===== src/fault_detect_defs.svh =====
`ifndef FAULT_DETECT_DEFS_SVH
`define FAULT_DETECT_DEFS_SVH

`define ADDR_STATUS        4'h0
`define ADDR_MASK          4'h1
`define ADDR_CONFIG        4'h2
`define ADDR_RUN_THRESH    4'h3
`define ADDR_HOST_LIMIT    4'h4
`define ADDR_COMMAND       4'h5
`define ADDR_RUN_TOTAL     4'h6
`define ADDR_CODE          4'h7

`define CFG_SENSOR_EN_BIT  0
`define CFG_OPEN_ALARM_BIT 1
`define CFG_CONST_CUR_BIT  2
`define CFG_RESET          8'h03

`define CMD_RESET_BIT      0
`define CMD_RUN_CLEAR_BIT  1
`define CMD_MAIN_WRITE_BIT 2

`define MASK_RESET         8'hff
`define RUN_THRESH_RESET   32'hffffffff
`define HOST_LIMIT_RESET   16'h0000

`define OVER_PCT           10'd120
`define OVER_CYCLES        9'd250
`define FREQ_MIN_HZ        8'd47
`define FREQ_MAX_HZ        8'd63
`define FREQ_RATE_HZ_S     8'd3

`define CLK_HZ             100000000
`define TICK_MS            1
`define TICK_CYCLES        ((`CLK_HZ / 1000) * `TICK_MS)
`define HOUR_TICKS         3600000

`define SENSOR_FAULT_CODE       8'h12
`define OVERCURRENT_CODE        8'h20
`define ZERO_CROSS_FAULT_CODE   8'h30
`define LINE_FREQ_FAULT_CODE    8'h31
`define INPUT_RANGE_ALARM_CODE  8'h50
`define DUTY_INPUT_ALARM_CODE   8'h51
`define RUN_TIME_ALARM_CODE     8'h60
`define HOST_TIMEOUT_ALARM_CODE 8'h70

`endif


===== src/fault_detect_pkg.sv =====
package fault_detect_pkg;
  typedef enum logic [2:0]
  {
    F_SENSOR = 3'd0,
    F_OVER   = 3'd1,
    F_ZERO   = 3'd2,
    F_FREQ   = 3'd3,
    F_RANGE  = 3'd4,
    F_DUTY   = 3'd5,
    F_RUN    = 3'd6,
    F_HOST   = 3'd7
  } fault_idx_e;

  typedef logic [7:0] fault_vec_t;
endpackage


===== src/fault_flags_if.sv =====
`timescale 1ns/10ps
interface fault_flags_if;
  logic [7:0] event_set;
  logic [7:0] reset_clear;
  logic [7:0] w1c_clear;
  logic [7:0] status;

  modport owner
  (
    input  event_set,
    input  reset_clear,
    input  w1c_clear,
    output status
  );
  modport user
  (
    output event_set,
    output reset_clear,
    output w1c_clear,
    input  status
  );
endinterface


===== src/fault_flags.sv =====
`timescale 1ns/10ps
module fault_flags
(
  // Clock and reset
  input  wire logic    clock_in,
  input  wire logic    rst_n_in,
  // Flag traffic
  fault_flags_if.owner flags
);
  logic [7:0] status_r;

  assign flags.status = status_r;

  // Set beats clear, so an event in the clearing cycle survives
  always_ff @(posedge clock_in or negedge rst_n_in)
  begin
    if (!rst_n_in)
      status_r <= 8'h00;
    else
      status_r <= flags.event_set |
                  (status_r & ~(flags.reset_clear | flags.w1c_clear));
  end
endmodule


===== src/fault_detect_monitor.sv =====
// Implementation choices: the plain strobed port and the register offsets.
`timescale 1ns/10ps
`include "fault_detect_defs.svh"
module fault_detect_monitor
  import fault_detect_pkg::*;
(
  // Clock and reset
  input  wire logic        clock_in,
  input  wire logic        rst_n_in,
  // Register port
  input  wire logic [3:0]  reg_addr_in,
  input  wire logic [31:0] reg_wdata_in,
  input  wire logic        reg_write_in,
  input  wire logic        reg_read_in,
  output logic      [31:0] reg_rdata_out,
  // Reset sources from outside
  input  wire logic        panel_reset_key_in,
  input  wire logic        reset_pin_in,
  // Sensing, from the analog front end
  input  wire logic        sensor_fail_in,
  input  wire logic        all_heaters_open_in,
  input  wire logic [9:0]  load_pct_in,
  input  wire logic        zero_cross_in,
  input  wire logic        zero_cross_missing_in,
  input  wire logic [7:0]  line_freq_hz_in,
  input  wire logic [7:0]  freq_rate_hz_s_in,
  input  wire logic        loop_out_of_range_in,
  input  wire logic        volt_out_of_range_in,
  input  wire logic        pot_main_out_of_range_in,
  input  wire logic        pot_duty_out_of_range_in,
  input  wire logic        running_in,
  // Alarm outputs
  output logic             alarm_contact_out,
  output logic             irq_out,
  output logic      [7:0]  fault_code_out
);
  // Pin synchronisers, first stage read only by second
  logic [12:0] pin_meta_r;
  logic [12:0] pin_sync_r;
  logic [9:0]  load_meta_r;
  logic [9:0]  load_sync_r;
  logic [7:0]  freq_meta_r;
  logic [7:0]  freq_sync_r;
  logic [7:0]  rate_meta_r;
  logic [7:0]  rate_sync_r;

  always_ff @(posedge clock_in or negedge rst_n_in)
  begin
    if (!rst_n_in)
    begin
      pin_meta_r  <= 13'h0000;
      pin_sync_r  <= 13'h0000;
      load_meta_r <= 10'h000;
      load_sync_r <= 10'h000;
      freq_meta_r <= 8'h32;
      freq_sync_r <= 8'h32;
      rate_meta_r <= 8'h00;
      rate_sync_r <= 8'h00;
    end
    else
    begin
      pin_meta_r  <= {panel_reset_key_in, reset_pin_in, sensor_fail_in,
                      all_heaters_open_in, zero_cross_in,
                      zero_cross_missing_in, loop_out_of_range_in,
                      volt_out_of_range_in, pot_main_out_of_range_in,
                      pot_duty_out_of_range_in, running_in, 2'b00};
      pin_sync_r  <= pin_meta_r;
      load_meta_r <= load_pct_in;
      load_sync_r <= load_meta_r;
      freq_meta_r <= line_freq_hz_in;
      freq_sync_r <= freq_meta_r;
      rate_meta_r <= freq_rate_hz_s_in;
      rate_sync_r <= rate_meta_r;
    end
  end

  logic key_s, rpin_s, sfail_s, hopen_s, zc_s, zmiss_s;
  logic loop_s, volt_s, pmain_s, pduty_s, run_s;
  assign key_s   = pin_sync_r[12];
  assign rpin_s  = pin_sync_r[11];
  assign sfail_s = pin_sync_r[10];
  assign hopen_s = pin_sync_r[9];
  assign zc_s    = pin_sync_r[8];
  assign zmiss_s = pin_sync_r[7];
  assign loop_s  = pin_sync_r[6];
  assign volt_s  = pin_sync_r[5];
  assign pmain_s = pin_sync_r[4];
  assign pduty_s = pin_sync_r[3];
  assign run_s   = pin_sync_r[2];

  // Software registers
  logic [7:0]  mask_r;
  logic [7:0]  config_r;
  logic [31:0] run_thresh_r;
  logic [15:0] host_limit_r;
  logic        sw_reset_r;
  logic        run_clear_r;
  logic        main_write_r;

  function automatic logic hit(input logic [3:0] a, input logic [3:0] off);
    hit = (a == off);
  endfunction

  logic [7:0] status;
  logic [7:0] w1c;

  always_ff @(posedge clock_in or negedge rst_n_in)
  begin
    if (!rst_n_in)
    begin
      mask_r       <= `MASK_RESET;
      config_r     <= `CFG_RESET;
      run_thresh_r <= `RUN_THRESH_RESET;
      host_limit_r <= `HOST_LIMIT_RESET;
    end
    else if (reg_write_in)
    begin
      if (hit(reg_addr_in, `ADDR_MASK))
        mask_r <= reg_wdata_in[7:0];
      else if (hit(reg_addr_in, `ADDR_CONFIG))
        config_r <= {5'h00, reg_wdata_in[2:0]};
      else if (hit(reg_addr_in, `ADDR_RUN_THRESH))
        run_thresh_r <= reg_wdata_in;
      else if (hit(reg_addr_in, `ADDR_HOST_LIMIT))
        host_limit_r <= reg_wdata_in[15:0];
    end
  end

  // Command strobes, one cycle each
  always_ff @(posedge clock_in or negedge rst_n_in)
  begin
    if (!rst_n_in)
    begin
      sw_reset_r   <= 1'b0;
      run_clear_r  <= 1'b0;
      main_write_r <= 1'b0;
    end
    else
    begin
      sw_reset_r   <= reg_write_in & hit(reg_addr_in, `ADDR_COMMAND) &
                      reg_wdata_in[`CMD_RESET_BIT];
      run_clear_r  <= reg_write_in & hit(reg_addr_in, `ADDR_COMMAND) &
                      reg_wdata_in[`CMD_RUN_CLEAR_BIT];
      main_write_r <= reg_write_in & hit(reg_addr_in, `ADDR_COMMAND) &
                      reg_wdata_in[`CMD_MAIN_WRITE_BIT];
    end
  end

  assign w1c = (reg_write_in && hit(reg_addr_in, `ADDR_STATUS)) ?
               reg_wdata_in[7:0] : 8'h00;

  // Reset request from key, pin or host
  logic key_d_r, rpin_d_r;
  logic reset_req;
  always_ff @(posedge clock_in or negedge rst_n_in)
  begin
    if (!rst_n_in)
    begin
      key_d_r  <= 1'b0;
      rpin_d_r <= 1'b0;
    end
    else
    begin
      key_d_r  <= key_s;
      rpin_d_r <= rpin_s;
    end
  end
  assign reset_req = (key_s & ~key_d_r) | (rpin_s & ~rpin_d_r) |
                     sw_reset_r;

  // Mains cycle edge
  logic zc_d_r, zc_edge;
  always_ff @(posedge clock_in or negedge rst_n_in)
  begin
    if (!rst_n_in)
      zc_d_r <= 1'b0;
    else
      zc_d_r <= zc_s;
  end
  assign zc_edge = zc_s & ~zc_d_r;

  // Overcurrent cycle counter
  logic [8:0] over_cnt_r;
  always_ff @(posedge clock_in or negedge rst_n_in)
  begin
    if (!rst_n_in)
      over_cnt_r <= 9'h000;
    else if (load_sync_r <= `OVER_PCT)
      over_cnt_r <= 9'h000;
    else if (zc_edge && over_cnt_r != `OVER_CYCLES)
      over_cnt_r <= over_cnt_r + 9'h001;
  end

  // Millisecond tick, then hours of run time
  logic [16:0] tick_cnt_r;
  logic        tick;
  assign tick = (tick_cnt_r == 17'(`TICK_CYCLES - 1));
  always_ff @(posedge clock_in or negedge rst_n_in)
  begin
    if (!rst_n_in)
      tick_cnt_r <= 17'h00000;
    else if (tick)
      tick_cnt_r <= 17'h00000;
    else
      tick_cnt_r <= tick_cnt_r + 17'h00001;
  end

  logic [21:0] hour_cnt_r;
  logic [31:0] run_total_r;
  always_ff @(posedge clock_in or negedge rst_n_in)
  begin
    if (!rst_n_in)
    begin
      hour_cnt_r  <= 22'h000000;
      run_total_r <= 32'h00000000;
    end
    else if (run_clear_r)
    begin
      hour_cnt_r  <= 22'h000000;
      run_total_r <= 32'h00000000;
    end
    else if (tick && run_s)
    begin
      if (hour_cnt_r == 22'(`HOUR_TICKS - 1))
      begin
        hour_cnt_r <= 22'h000000;
        if (run_total_r != 32'hffffffff)
          run_total_r <= run_total_r + 32'h00000001;
      end
      else
        hour_cnt_r <= hour_cnt_r + 22'h000001;
    end
  end

  // Host silence timer in milliseconds
  logic [15:0] host_cnt_r;
  logic        host_access;
  assign host_access = reg_write_in | reg_read_in;
  always_ff @(posedge clock_in or negedge rst_n_in)
  begin
    if (!rst_n_in)
      host_cnt_r <= 16'h0000;
    else if (host_access || host_limit_r == 16'h0000)
      host_cnt_r <= 16'h0000;
    else if (tick && host_cnt_r != host_limit_r)
      host_cnt_r <= host_cnt_r + 16'h0001;
  end

  // Fault detection
  logic [7:0] det;
  logic       freq_bad;
  assign freq_bad = (freq_sync_r < `FREQ_MIN_HZ ||
                     freq_sync_r > `FREQ_MAX_HZ) &&
                    rate_sync_r >= `FREQ_RATE_HZ_S;
  always_comb
  begin
    det         = 8'h00;
    det[F_SENSOR] = config_r[`CFG_SENSOR_EN_BIT] &
                    (sfail_s | (config_r[`CFG_CONST_CUR_BIT] & hopen_s));
    det[F_OVER]   = (over_cnt_r == `OVER_CYCLES);
    det[F_ZERO]   = zmiss_s;
    det[F_FREQ]   = freq_bad;
    det[F_RANGE]  = loop_s | volt_s | pmain_s;
    det[F_DUTY]   = pduty_s;
    det[F_RUN]    = (run_total_r > run_thresh_r);
    det[F_HOST]   = (host_limit_r != 16'h0000) &&
                    (host_cnt_r == host_limit_r);
  end

  // Latched faults; host timeout clears on main setting write only
  logic [7:0] latched_r;
  logic [7:0] clr;
  always_comb
  begin
    clr         = reset_req ? 8'hff : 8'h00;
    clr[F_HOST] = main_write_r;
  end
  always_ff @(posedge clock_in or negedge rst_n_in)
  begin
    if (!rst_n_in)
      latched_r <= 8'h00;
    else
      latched_r <= det | (latched_r & ~clr);
  end

  fault_flags_if flags_if ();
  assign flags_if.event_set   = det;
  assign flags_if.reset_clear = clr;
  assign flags_if.w1c_clear   = w1c;
  assign status               = flags_if.status;

  fault_flags u_flags
  (
    .clock_in (clock_in),
    .rst_n_in (rst_n_in),
    .flags    (flags_if)
  );

  function automatic logic [7:0] code_of(input logic [7:0] v);
    code_of = 8'h00;
    if (v[F_SENSOR])      code_of = `SENSOR_FAULT_CODE;
    else if (v[F_OVER])   code_of = `OVERCURRENT_CODE;
    else if (v[F_ZERO])   code_of = `ZERO_CROSS_FAULT_CODE;
    else if (v[F_FREQ])   code_of = `LINE_FREQ_FAULT_CODE;
    else if (v[F_RANGE])  code_of = `INPUT_RANGE_ALARM_CODE;
    else if (v[F_DUTY])   code_of = `DUTY_INPUT_ALARM_CODE;
    else if (v[F_RUN])    code_of = `RUN_TIME_ALARM_CODE;
    else if (v[F_HOST])   code_of = `HOST_TIMEOUT_ALARM_CODE;
  endfunction

  // Outputs, all registered
  logic in_alarm;
  assign in_alarm = |latched_r;
  always_ff @(posedge clock_in or negedge rst_n_in)
  begin
    if (!rst_n_in)
    begin
      alarm_contact_out <= 1'b1;
      irq_out           <= 1'b0;
      fault_code_out    <= 8'h00;
    end
    else
    begin
      // Open in alarm means contact low while faulted
      alarm_contact_out <= config_r[`CFG_OPEN_ALARM_BIT] ?
                           ~in_alarm : in_alarm;
      irq_out           <= |(status & mask_r);
      fault_code_out    <= code_of(latched_r);
    end
  end

  // Read data, stands only in the cycle after the strobe
  always_ff @(posedge clock_in or negedge rst_n_in)
  begin
    if (!rst_n_in)
      reg_rdata_out <= 32'h00000000;
    else if (!reg_read_in)
      reg_rdata_out <= 32'h00000000;
    else if (hit(reg_addr_in, `ADDR_STATUS))
      reg_rdata_out <= {24'h000000, status};
    else if (hit(reg_addr_in, `ADDR_MASK))
      reg_rdata_out <= {24'h000000, mask_r};
    else if (hit(reg_addr_in, `ADDR_CONFIG))
      reg_rdata_out <= {24'h000000, config_r};
    else if (hit(reg_addr_in, `ADDR_RUN_THRESH))
      reg_rdata_out <= run_thresh_r;
    else if (hit(reg_addr_in, `ADDR_HOST_LIMIT))
      reg_rdata_out <= {16'h0000, host_limit_r};
    else if (hit(reg_addr_in, `ADDR_RUN_TOTAL))
      reg_rdata_out <= run_total_r;
    else if (hit(reg_addr_in, `ADDR_CODE))
      reg_rdata_out <= {16'h0000, latched_r, code_of(latched_r)};
    else
      reg_rdata_out <= 32'h00000000;
  end
endmodule


===== config.mk =====
export PLATFORM = sky130hd
export DESIGN_NAME = fault_detect_monitor
export DESIGN_NICKNAME = d
export VERILOG_FILES = /design/src/fault_detect_pkg.sv /design/src/fault_flags_if.sv /design/src/fault_flags.sv /design/src/fault_detect_monitor.sv
export VERILOG_INCLUDE_DIRS = /design/src /design/src/src
export SDC_FILE = /design/constraint.sdc
export NUM_CORES = 1
export LEC_CHECK = 0
export ABC_AREA = 1
export BUFFER_PORTS_ARGS = -buffer_cell sky130_fd_sc_hd__buf_2
export CAP_MARGIN = 20
export CELL_PAD_IN_SITES_DETAIL_PLACEMENT = 1
export CELL_PAD_IN_SITES_GLOBAL_PLACEMENT = 1
export CORE_MARGIN = 3
export CORE_UTILIZATION = 45
export CTS_BUF_LIST = sky130_fd_sc_hd__clkbuf_4 sky130_fd_sc_hd__clkbuf_8 sky130_fd_sc_hd__clkbuf_16
export DETAILED_ROUTE_END_ITERATION = 8
export GPL_TIMING_DRIVEN = 1
export PLACE_DENSITY_LB_ADDON = 0.3
export SYNTH_ARGS = -nofsm -noshare
export SYNTH_HDL_FRONTEND = slang
export SYNTH_SLANG_ARGS = --single-unit

===== constraint.sdc =====
create_clock -name clock_in -period 2.2 [get_ports clock_in]
set_clock_uncertainty 0.2 [all_clocks]
set_input_delay 0 -clock clock_in [delete_from_list [all_inputs] [get_ports clock_in]]
set_output_delay 0 -clock clock_in [all_outputs]
set_load 0.02 [all_outputs]

==> impl_metrics.yaml, run 1 <==
cts:
  clkSinkCount: 290
  cts_tree: "yes"
  path_clk_slew_ns: 0.07
  clk_latency_ns: 0.56
  cts_made_buffers: 31
  cts_root_buf: "clkbuf_16"
  clockBufferDepth: 3
  htreeDepth: 1
setup_path:
  path_cells: "ha_2 > nand2_2 > nor2_4 > nand2_4 > nor2_4 > and2_2 > buf_4 > nand4_1 > nand2_1"
  start_kind: "flop"
  slowest_delay_ns: 0.38
  worstPathRequired_ns: 2.49
  crit_path_end_kind: "flop"
  cp_max_fo: 16
  critical_path_arrival_ns: 2.49
  crit_top_cell: "nor2_4"
  critical_path_class: "reg2reg"
  cp_slowest_cell: "dfrtp_1"
synthesis:
  netlist_top_cells_count: "nand2_1 (452), dfrtp_1 (241), nor2_1 (213), inv_1 (182), o21ai_0 (112)"
  yosysSeqAreaShare_pct: 52.0
  synth_cell_type_count: 45
  yosysMostFrequentCell: "nand2_1"
  ys_warn_count: 0
  synth_top_area_cell: "dfrtp_1"
  synth.top_cell.area_share_pct: 42.8
  postSynthAreaPerCell_sq_um: 8.25
  synth_area_sq_um: 14100
  synth_area_leaders: "dfrtp_1 (43%), nand2_1 (12%), dfstp_2 (9.1%), nor2_1 (5.7%), inv_1 (4.8%)"
  ys_seq_elements: 290
  synth_ff_type: "dfrtp_1"
  synth_edf_count: 0
  netlist_instances: 1707
  async_flop_share_pct: 100
die:
  dieHeight_um: 183
  coreArea_sq_um: 30700
  initial_core_util_pct: 45.8
  ios: 119
  num_rows: 64
  die_w_um: 183
  die_area_sq_um: 33500
routing:
  vias: 13400
  drc_errors: 0
  first_iter_violations: 917
  vias_per_cell: 5.47
  antenna_left: 0
  dr.pass1.iters: 5
  wl_per_cell_um: 21.0
  drt_wl_total_um: 51400
power_and_ir_drop:
  power_leakage_nw: 8.82
  power_density_nw_per_um2: 745
  ir_drop_mv: 0.749
  p_total_w: 0.0136
grt:
  grt_pass1_vias: 15000
  grt_max_degree: 67
  antenna_found_initial: 1
  grt_pass1_wl_um: 81200
  grt_util_all_layers_pct: 30.5
  grt_remaining_overflow: 0
sta:
  fin_ws_ns: 0.00388
  period_minus_slack_ns: 2.20
  finalSetupViolations: 0
  hold_viol_final: 0
  fmax_mhz: 455
  post-route-period-util_pct: 99.8
  slew_violations: 0
  max-slew-margin-rel_pct: 57.9
  tightest_slew_ns: 0.631
  tns_ns: 0
outcome:
  status: "finished clean"
place:
  dp_hpwl_um: 30900
  pre_cts_ws_ns: -0.0405
  io_buffers: 115
  place_congestion: 0.906
run:
  drv_cap: 0
worst_hold_path:
  hp-class: "in2reg"
layout:
  drive_gt1_share_pct: 16.9
  final_net_count: 2145
  syn2layout_area_growth_pct: 29.5
## final timing paths
kind                             startpoint          endpoint  slack (ns)  cells past startpoint
min reg2reg                  freq_meta_r[1]    freq_sync_r[1]        0.14                      0
max in group asynchronous          rst_n_in    freq_meta_r[5]        0.64                      4
min                        reg_wdata_in[18]  run_thresh_r[18]        0.03                      4
min in group asynchronous          rst_n_in    load_sync_r[8]        0.36                      3
max reg2reg                   tick_cnt_r[0]    host_cnt_r[15]       0.004                      9
max                           tick_cnt_r[0]    host_cnt_r[15]       0.004                      9
## cells in the final DEF (no fill, tap or decap), types with 3 or more instances in the layout
cell / n
nand2_1: 447
dfrtp_1: 240
nor2_1: 208
inv_1: 182
dlygate4sd3_1: 128
buf_2: 114
o21ai_0: 111
nand3_1: 88
buf_4: 83
a21oi_1: 75
xor2_1: 52
dfstp_2: 49
nand4_1: 47
ha_1: 36
clkbuf_16: 31
xnor2_1: 19
nor3_1: 15
o21ai_1: 12
o22ai_1: 8
clkinv_2: 8
a31oi_1: 7
buf_12: 7
nand3b_1: 6
nand2_2: 6
clkbuf_8: 6
nor2_4: 5
nor4_1: 5
bufinv_16: 5
nor2_2: 4
diode_2: 3
o21a_1: 3
o211ai_1: 3
o221ai_1: 3
nand2_4: 3
conb_1: 3
## what timing repair did
action | in CTS | in global routing
resized for setup | 4 | 30
setup buffers | 0 | 7
hold buffers | 128 | 0
endpoints found under the hold margin | 445 | 0
setup endpoints to repair | 38 | 87
pin swaps | 0 | 7
gates cloned | 0 | 1
## metal layers
metal	up-vias	track usage, %	share of wire, %
li1	6142	-	-
met1	6680	35.8	39
met2	428	53.9	50
met3	171	5.47	5.0
met4	0	15.6	5.4
met5	-	0	0
## power by group
part | internal, W | switching [W]
Sequential | 0.00584 | 0.000305
Combinational | 0.000664 | 0.00101
Clock | 0.00338 | 0.00238
Total | 0.00988 | 0.00370
## layout make-up
type,instances,area [sq um]
inverters,187,709
diodes,3,7.51
multi-input cells,1184,5940
fillers,3643,12500
clock buffers,38,866
repair buffers,336,2670
flip-flops and latches,290,7320
well taps,396,495
clock inverters,19,235
## registers in the layout, indices dropped and copies added, names as in the netlist, 9 cells and up
signal / flops
over_cnt_r: 9
tick_cnt_r: 17
pin_meta_r: 11
reg_rdata_out: 32
run_thresh_r: 32
host_limit_r: 16
pin_sync_r: 11
host_cnt_r: 16
run_total_r: 32
load_sync_r: 10
hour_cnt_r: 22
load_meta_r: 10
## per-stage QoR
step | hold WS (ns) | cell area [sq um] | util [%] | instances
floorplan | -0.496 | 14100 | - | 1709
global placement | -0.197 | 15600 | 50.9 | 2257
detailed placement | -0.193 | 15600 | 50.9 | 2257
CTS | 0.00215 | 18000 | 58.7 | 2442
global route | 0.0381 | 18200 | 59.3 | 2451
finish | 0.0300 | 18200 | 59.3 | 2453
## cell families (layout without fill, tap and decap cells)
family / Yosys count / after routing / synth area share [%]
XOR/XNOR: 71 / 71 / 4.41
other: 1 / 6 / 0.0266
flip-flops: 290 / 290 / 52.0
adder cells (fa/ha/maj): 38 / 38 / 3.38
buffers and inverters: 236 / 580 / 6.70
AO/OA/AOI/OAI: 229 / 229 / 8.60
AND/OR/NAND/NOR: 842 / 843 / 24.9
## critical path: cells and delay by family, from the launching register on
kind          cells  cell delay (ns)
simple gates      7             1.07
buf+inv           1             0.27
flops             1             0.38
fa+ha+maj         1             0.21
(Power assumes the default switching activity.)
==> inputs of run 2 (changes only) <==
ABC_AREA = 0   (was 1)
CORE_UTILIZATION = 48   (was 45)
==> impl_metrics.yaml, run 2 <==
synthesis:
  synth_cell_type_count: 69
  synth_ff_type: "dfrtp_1"
  synth_area_leaders: "dfrtp_1 (46%), dfstp_2 (9.9%), mux2_2 (4.9%), ha_1 (3.7%), nor2_1 (3.5%)"
  ys_warn_count: 0
  synth_edf_count: 0
  synth_top_area_cell: "dfrtp_1"
  async_flop_share_pct: 100
  yosysMostFrequentCell: "dfrtp_1"
  yosysSeqAreaShare_pct: 56.2
  netlist_top_cells_count: "dfrtp_1 (241), nor2_1 (122), nand2_1 (74), mux2_2 (57), a21oi_1 (51)"
  ys_seq_elements: 290
  netlist_instances: 1170
  synth_area_sq_um: 13000
  synth.top_cell.area_share_pct: 46.3
  postSynthAreaPerCell_sq_um: 11.1
die:
  ios: 119
  num_rows: 59
  dieHeight_um: 171
  die_w_um: 171
  initial_core_util_pct: 49.4
cts:
  clockBufferDepth: 3
  clkSinkCount: 290
  htreeDepth: 1
  cts_made_buffers: 30
  cts_root_buf: "clkbuf_16"
outcome:
  error: "[ERROR DPL-0033] detailed placement checks failed during check placement."
  status: "did not finish"
  stop_stage: "global routing"
place:
  place_congestion: 0.917
  place_area_sq_um: 15400
  pre_cts_ws_ns: -0.313
  dp_hpwl_um: 27800
  dp.cells: 1764
  io_buffers: 115
grt:
  antenna_found_initial: 4
  grt_max_degree: 62
sta:
  worst_endpoint_kind: "register input"
  worst_endpoint: "run_total_r[6]$_DFFE_PN0P_/D"
run 2: stage by stage:
| stage | util, % | hold WS (ns) |
|---|---|---|
| after global placement | 58.5 | -0.222 |
| after CTS | 70.3 | 0.000557 |
| after detailed placement | 58.5 | -0.213 |
| after floorplan | - | -0.496 |
run 2: repair_timing:
item                                    in CTS
endpoints found under the setup margin      74
cloned                                       1
resized for setup                          100
pin swaps                                   48
setup buffers                               21
hold buffers                               129
hold endpoints to repair                   445
run 2: cells by family after synthesis:
family / count (synthesis) / synth area share, %
muxes: 70 / 5.93
AOI/OAI and AO/OA: 193 / 9.82
and+or+nand+nor: 410 / 16.2
xor gates and xnor gates: 80 / 5.38
DFF: 290 / 56.2
buffers and inverters: 88 / 2.77
other: 1 / 0.0288
adders and majority gates: 38 / 3.65
==> inputs of run 3 (changes only) <==
CELL_PAD_IN_SITES_DETAIL_PLACEMENT = not set   (was 1)
CELL_PAD_IN_SITES_GLOBAL_PLACEMENT = not set   (was 1)
CORE_UTILIZATION = 40   (was 48)
CTS_BUF_LIST = not set   (was sky130_fd_sc_hd__clkbuf_4 sky130_fd_sc_hd__clkbuf_8 sky130_fd_sc_hd__clkbuf_16)
PLACE_DENSITY_LB_ADDON = 0.15   (was 0.3)
==> impl_metrics.yaml, run 3 <==
outcome:
  violations: "negative hold slack, negative setup slack"
  status: "finished with violations"
sta:
  slew_violations: 0
  period_minus_slack_ns: 2.41
  holdWs_ns: -0.00176
  post-route-period-util_pct: 109
  tns_ns: -5.60
  hold_viol_final: 1
  fmax_mhz: 415
  finalSetupViolations: 62
  fin_ws_ns: -0.209
  max-slew-margin-rel_pct: 62.7
  tightest_slew_ns: 0.560
  rsz0062_at_grt: "yes"
place:
  dp_hpwl_um: 23500
  place_congestion: 0.847
  pre_cts_ws_ns: -0.381
  io_buffers: 115
  place_area_sq_um: 15500
synthesis:
  postSynthAreaPerCell_sq_um: 11.1
  synth_edf_count: 0
  ys_seq_elements: 290
  synth_area_leaders: "dfrtp_1 (46%), dfstp_2 (9.9%), mux2_2 (4.9%), ha_1 (3.7%), nor2_1 (3.5%)"
  yosysSeqAreaShare_pct: 56.2
  synth_ff_type: "dfrtp_1"
  ys_warn_count: 0
  synth.top_cell.area_share_pct: 46.3
  netlist_instances: 1170
  yosysMostFrequentCell: "dfrtp_1"
  synth_area_sq_um: 13000
  synth_top_area_cell: "dfrtp_1"
  netlist_top_cells_count: "dfrtp_1 (241), nor2_1 (122), nand2_1 (74), mux2_2 (57), a21oi_1 (51)"
  synth_cell_type_count: 69
  async_flop_share_pct: 100
setup_path:
  worstPathRequired_ns: 2.49
  path_cells: "ha_2 > nand3_2 > or3_4 > o41a_1 > buf_6 > or3_1 > a21oi_1"
  critPathTopFamily: "simple AND/OR/NAND/NOR gates"
  reg2reg_to: "run_total_r[20]"
  cp_max_fo: 7
  critical_path_arrival_ns: 2.70
  cp-endpoint: "run_total_r[20]"
  slowest_delay_ns: 0.50
  critical_path_class: "reg2reg"
  path_depth: 7
  cp_num_buf_inv: 1
  r2r_cells: 7
  regToRegStartpoint: "hour_cnt_r[1]"
  cp_slowest_cell: "o41a_1"
  start_kind: "flop"
  crit_path_end_kind: "flop"
  startpoint: "hour_cnt_r[1]"
  reg2reg_slack_ns: -0.21
routing:
  vias_per_cell: 5.12
  dr.pass1.iters: 4
  drt_wl_total_um: 35200
  first_iter_violations: 597
  vias: 10600
  wl_per_cell_um: 17.0
  antenna_left: 0
  drc_errors: 0
cts:
  htreeDepth: 1
  cts_made_buffers: 31
  clk_latency_ns: 0.58
  cts_tree: "yes"
  path_clk_slew_ns: 0.06
  cts_root_buf: "clkbuf_16"
  clkSinkCount: 290
  clockBufferDepth: 3
layout:
  drive_gt1_share_pct: 34.8
  fin_util_pct: 58.9
  fillCellCount: 2675
  syn2layout_area_growth_pct: 43.7
  design_area_sq_um: 18700
  final_net_count: 1718
  layout_commonest_cell: "dfrtp_1"
  n_antenna_cell: 0
  register_area_sq_um: 7320
  reg_top3: "reg_rdata_out x32, run_thresh_r x32, run_total_r x32"
  mostFrequentLayoutCells: "dfrtp_1 (238), buf_4 (167), dlygate4sd3_1 (132)"
  multi_input_area_sq_um: 6080
grt:
  grt_remaining_overflow: 0
  grt_pass1_vias: 10800
  grt_max_degree: 59
  grt_util_all_layers_pct: 19.8
  grt_pass1_wl_um: 56500
  antenna_found_initial: 0
die:
  ios: 119
  die_w_um: 186
  die_area_sq_um: 34800
  initial_core_util_pct: 40.9
  dieHeight_um: 186
  num_rows: 65
  coreArea_sq_um: 31800
worst_hold_path:
  hp-class: "in2reg"
power_and_ir_drop:
  ir_drop_mv: 0.589
  power_density_nw_per_um2: 730
  power_leakage_nw: 8.45
run:
  drv_cap: 0
## run 3: cell counts after synthesis
Identical to the previous run, type by type.
## run 3: area by class of cell
type / count / share of cell area, %
clock buffers: 43 / 4.55
clock inverters: 15 / 1.19
inverters: 49 / 0.983
multi-input cells: 794 / 32.5
flip-flops and latches: 290 / 39.1
well taps: 435 / 2.91
repair buffers: 437 / 18.8
## run 3: cell families (layout without fill, tap and decap cells)
kind of cell	after synthesis	in the layout	synth area share (%)
adders and majority gates	38	38	3.65
DFF	290	290	56.2
buffers and inverters	88	544	2.77
AOI/OAI and AO/OA	193	193	9.82
xor gates and xnor gates	80	80	5.38
and+or+nand+nor	410	410	16.2
other	1	3	0.0288
muxes	70	70	5.93
## run 3: worst min-delay path, stage by stage
cell and delay, ns:
buf_2 0.13, nand2b_1 0.11, nor2_1 0.05, a21oi_1 0.18, o22ai_1 0.11, o211a_1 0.14
## run 3: routing by layer
layer  routed length (um)  vias up  part of all wire [%]  global-route usage (%)
met5                    0        -                     0                       0
met4                  935        0                   2.7                    5.44
met3                 1510       58                   4.3                    3.02
met2                17300      217                    49                    34.3
met1                15400     5233                    44                    26.0
li1                     -     5045                     -                       -
## run 3: per-stage QoR
stage / instances / hold WS, ns / total power, W
after global placement: 1854 / -0.228 / 0.00792
final: 2063 / -0.00176 / 0.0137
after global routing: 2063 / 0.0173 / 0.0143
after floorplan: 1172 / -0.496 / 0.00715
after detailed placement: 1854 / -0.229 / 0.00796
after CTS: 2051 / 0.000667 / 0.0137
## run 3: repair_timing
| item | CTS | global route |
|---|---|---|
| buffers inserted | 8 | 8 |
| endpoints found under the hold margin | 444 | 7 |
| gates resized for setup | 60 | 71 |
| pin swaps | 35 | 40 |
| hold buffers | 131 | 4 |
| gates cloned | 0 | 2 |
| endpoints found under the setup margin | 63 | 72 |
## run 3: how the worst min path moves through the flow
| stage | startpoint | endpoint | slack (ns) | cells after the start |
|---|---|---|---|---|
| CTS | reg_wdata_in[14] | host_limit_r[14] | 0.0007 | 3 |
| finish | reg_addr_in[2] | reg_rdata_out[7] | -0.002 | 6 |
| global route | reg_wdata_in[14] | host_limit_r[14] | 0.02 | 3 |
| floorplan | rst_n_in | config_r[2] | -0.50 | 0 |
| detailed placement | rst_n_in | hour_cnt_r[5] | -0.23 | 1 |
| global placement | rst_n_in | hour_cnt_r[5] | -0.23 | 1 |
## run 3: report_power, final
group          internal, W  leakage [nW]  switching, W
Sequential         0.00592          3.60      0.000387
Clock              0.00330         0.519       0.00215
Combinational      0.00101          4.33      0.000912
Total               0.0102          8.45       0.00345
==> inputs of run 4 (changes only) <==
SYNTH_HIERARCHICAL = 1   (was not set)
==> impl_metrics.yaml, run 4 <==
outcome:
  status: "finished with violations"
  violations: "negative setup slack"
routing:
  vias: 10700
  vias_per_cell: 5.20
  drt_wl_total_um: 35600
  dr.pass1.iters: 5
  drc_errors: 0
  first_iter_violations: 675
  antenna_left: 0
  wl_per_cell_um: 17.3
power_and_ir_drop:
  switching_share_pct: 24.7
  power_density_nw_per_um2: 753
  ir_drop_mv: 0.657
  power_frac_clock_pct: 41.7
  power_leakage_nw: 8.38
  pwr-share-comb_pct: 12.8
  seq_power_share_pct: 45.6
  intPower_w: 0.0103
  p_total_w: 0.0137
  switchingPower_w: 0.00340
synthesis:
  ys_seq_elements: 290
  synth_area_leaders: "dfrtp_1 (46%), dfstp_2 (9.9%), mux2_2 (5.4%), ha_1 (3.6%), nor2_1 (2.7%)"
  postSynthAreaPerCell_sq_um: 11.0
  yosysSeqAreaShare_pct: 56.2
  synth.top_cell.area_share_pct: 46.3
  yosysMostFrequentCell: "dfrtp_1"
  ys_warn_count: 6
  async_flop_share_pct: 100
  synth_area_sq_um: 13000
  netlist_top_cells_count: "dfrtp_1 (241), nor2_1 (95), nand2_1 (73), a21oi_1 (64), mux2_2 (63)"
  netlist_instances: 1185
  synth_cell_type_count: 61
  synth_ff_type: "dfrtp_1"
  synth_edf_count: 0
  synth_top_area_cell: "dfrtp_1"
run:
  drv_cap: 0
setup_path:
  worstPathRequired_ns: 2.44
  crit_path_end_kind: "flop"
  start_kind: "flop"
  critical_path_arrival_ns: 2.80
  path_cells: "or4_4 > nor4_4 > a21o_2 > o211ai_4 > buf_12 > or4_4 > a21oi_2"
  cp_num_buf_inv: 1
  critPathTopFamily: "simple AND/OR/NAND/NOR gates"
  cp_slowest_cell: "or4_4"
  slowest_delay_ns: 0.54
  critical_path_class: "reg2reg"
  cp_max_fo: 28
  crit_top_cell: "or4_4"
cts:
  clockBufferDepth: 3
  clk_latency_ns: 0.51
  cts_root_buf: "clkbuf_16"
  cts_made_buffers: 34
  path_clk_slew_ns: 0.06
  clkSinkCount: 290
  htreeDepth: 2
  cts_tree: "yes"
layout:
  layout_commonest_cell: "dfrtp_1"
  final_net_count: 1716
  syn2layout_area_growth_pct: 39.9
  drive_gt1_share_pct: 33.3
  fillCellCount: 2717
  n_antenna_cell: 0
  final_cells: 2061
  mostFrequentLayoutCells: "dfrtp_1 (240), buf_4 (177), dlygate4sd3_1 (115)"
  reg_top3: "reg_rdata_out x32, run_thresh_r x32, run_total_r x32"
sta:
  finalSetupViolations: 67
  post-route-period-util_pct: 117
  tightest_slew_ns: 0.569
  fin_ws_ns: -0.365
  rsz0062_at_grt: "yes"
  fmax_mhz: 390
  hold_viol_final: 0
  max-slew-margin-rel_pct: 61.7
  holdWs_ns: 0.0577
  tns_ns: -14.50
  slew_violations: 0
  period_minus_slack_ns: 2.56
die:
  coreArea_sq_um: 31800
  num_rows: 65
  die_w_um: 186
  initial_core_util_pct: 41.0
  dieHeight_um: 186
  die_area_sq_um: 34800
  ios: 119
grt:
  antenna_found_initial: 0
  grt_util_all_layers_pct: 20.4
  grt_pass1_vias: 11000
  grt_max_degree: 90
  grt_pass1_wl_um: 58200
  grt_remaining_overflow: 0
place:
  dp.cells: 1875
  dp_hpwl_um: 24400
  pre_cts_ws_ns: -0.439
  place_congestion: 0.859
  io_buffers: 115
worst_hold_path:
  hp-class: "in2reg"
[run 4: worst register-to-register path, stage by stage, from the launching register on]
cell,delay (ns)
dfrtp_1,0.37
or4_4,0.54
nor4_4,0.23
a21o_2,0.25
o211ai_4,0.12
buf_12,0.18
or4_4,0.49
a21oi_2,0.13
[run 4: path summary, 6_finish.rpt]
kind,from,endpoint,slack [ns],depth (start not counted)
setup / recovery,tick_cnt_r[11],run_total_r[5],-0.36,7
setup reg to reg,tick_cnt_r[11],run_total_r[5],-0.36,7
max in group asynchronous,rst_n_in,mask_r[1],0.87,4
hold / removal,reg_wdata_in[27],run_thresh_r[27],0.06,3
hold reg to reg,rate_meta_r[3],rate_sync_r[3],0.14,0
min in group asynchronous,rst_n_in,tick_cnt_r[4],0.43,4
[run 4: kinds of logic after synthesis]
family                   count (synthesis)  share of synthesized area (%)
AO/OA/AOI/OAI                          243                           11.9
XOR/XNOR                                46                           3.09
adder cells (fa/ha/maj)                 38                           3.65
buffers and inverters                   91                           2.75
flip-flops                             290                           56.2
multiplexers                            74                           6.29
other                                    1                         0.0288
AND/OR/NAND/NOR                        402                           16.1
[run 4: area by class of cell]
class                      count  area, sq um  area share (%)
clock inverter                11          138           0.755
inverter                      49          184            1.01
timing repair buffer         420         3290            18.0
clock buffer                  50         1000            5.51
multi-input combinational    806         5760            31.6
sequential                   290         7320            40.1
tap                          435          544            2.98
[run 4: power groups by stage]
| stage | Combinational, W | Clock, W | Sequential, W |
|---|---|---|---|
| 2_1_floorplan | 0.000804 | 0 | 0.00629 |
| 3_3_place_gp | 0.00151 | 0 | 0.00633 |
| 3_5_place_dp | 0.00154 | 0 | 0.00633 |
| 4_1_cts | 0.00173 | 0.00589 | 0.00625 |
| 5_1_grt | 0.00195 | 0.00613 | 0.00632 |
| 6_report | 0.00175 | 0.00572 | 0.00626 |
[run 4: per-layer routing]
| layer | GRT usage, % | wire length, um |
|---|---|---|
| met4 | 5.55 | 831 |
| met3 | 3.01 | 1510 |
| met2 | 33.2 | 16800 |
| met1 | 28.8 | 16400 |
| met5 | 0 | 0 |
[run 4: through the flow]
step	instance area (sq um)	utilization [%]
final	18200	57.3
after global routing	18200	57.3
after CTS	18000	56.8
after detailed placement	15500	48.7
after global placement	15500	48.7
after floorplan	13100	-
[run 4: repair_timing]
action,in CTS,in global routing
gates resized for setup,39,45
setup buffers,8,3
gates cloned,0,0
pin swaps,16,6
endpoints found under the setup margin,70,72
endpoints found under the hold margin,431,0
hold buffers,116,0
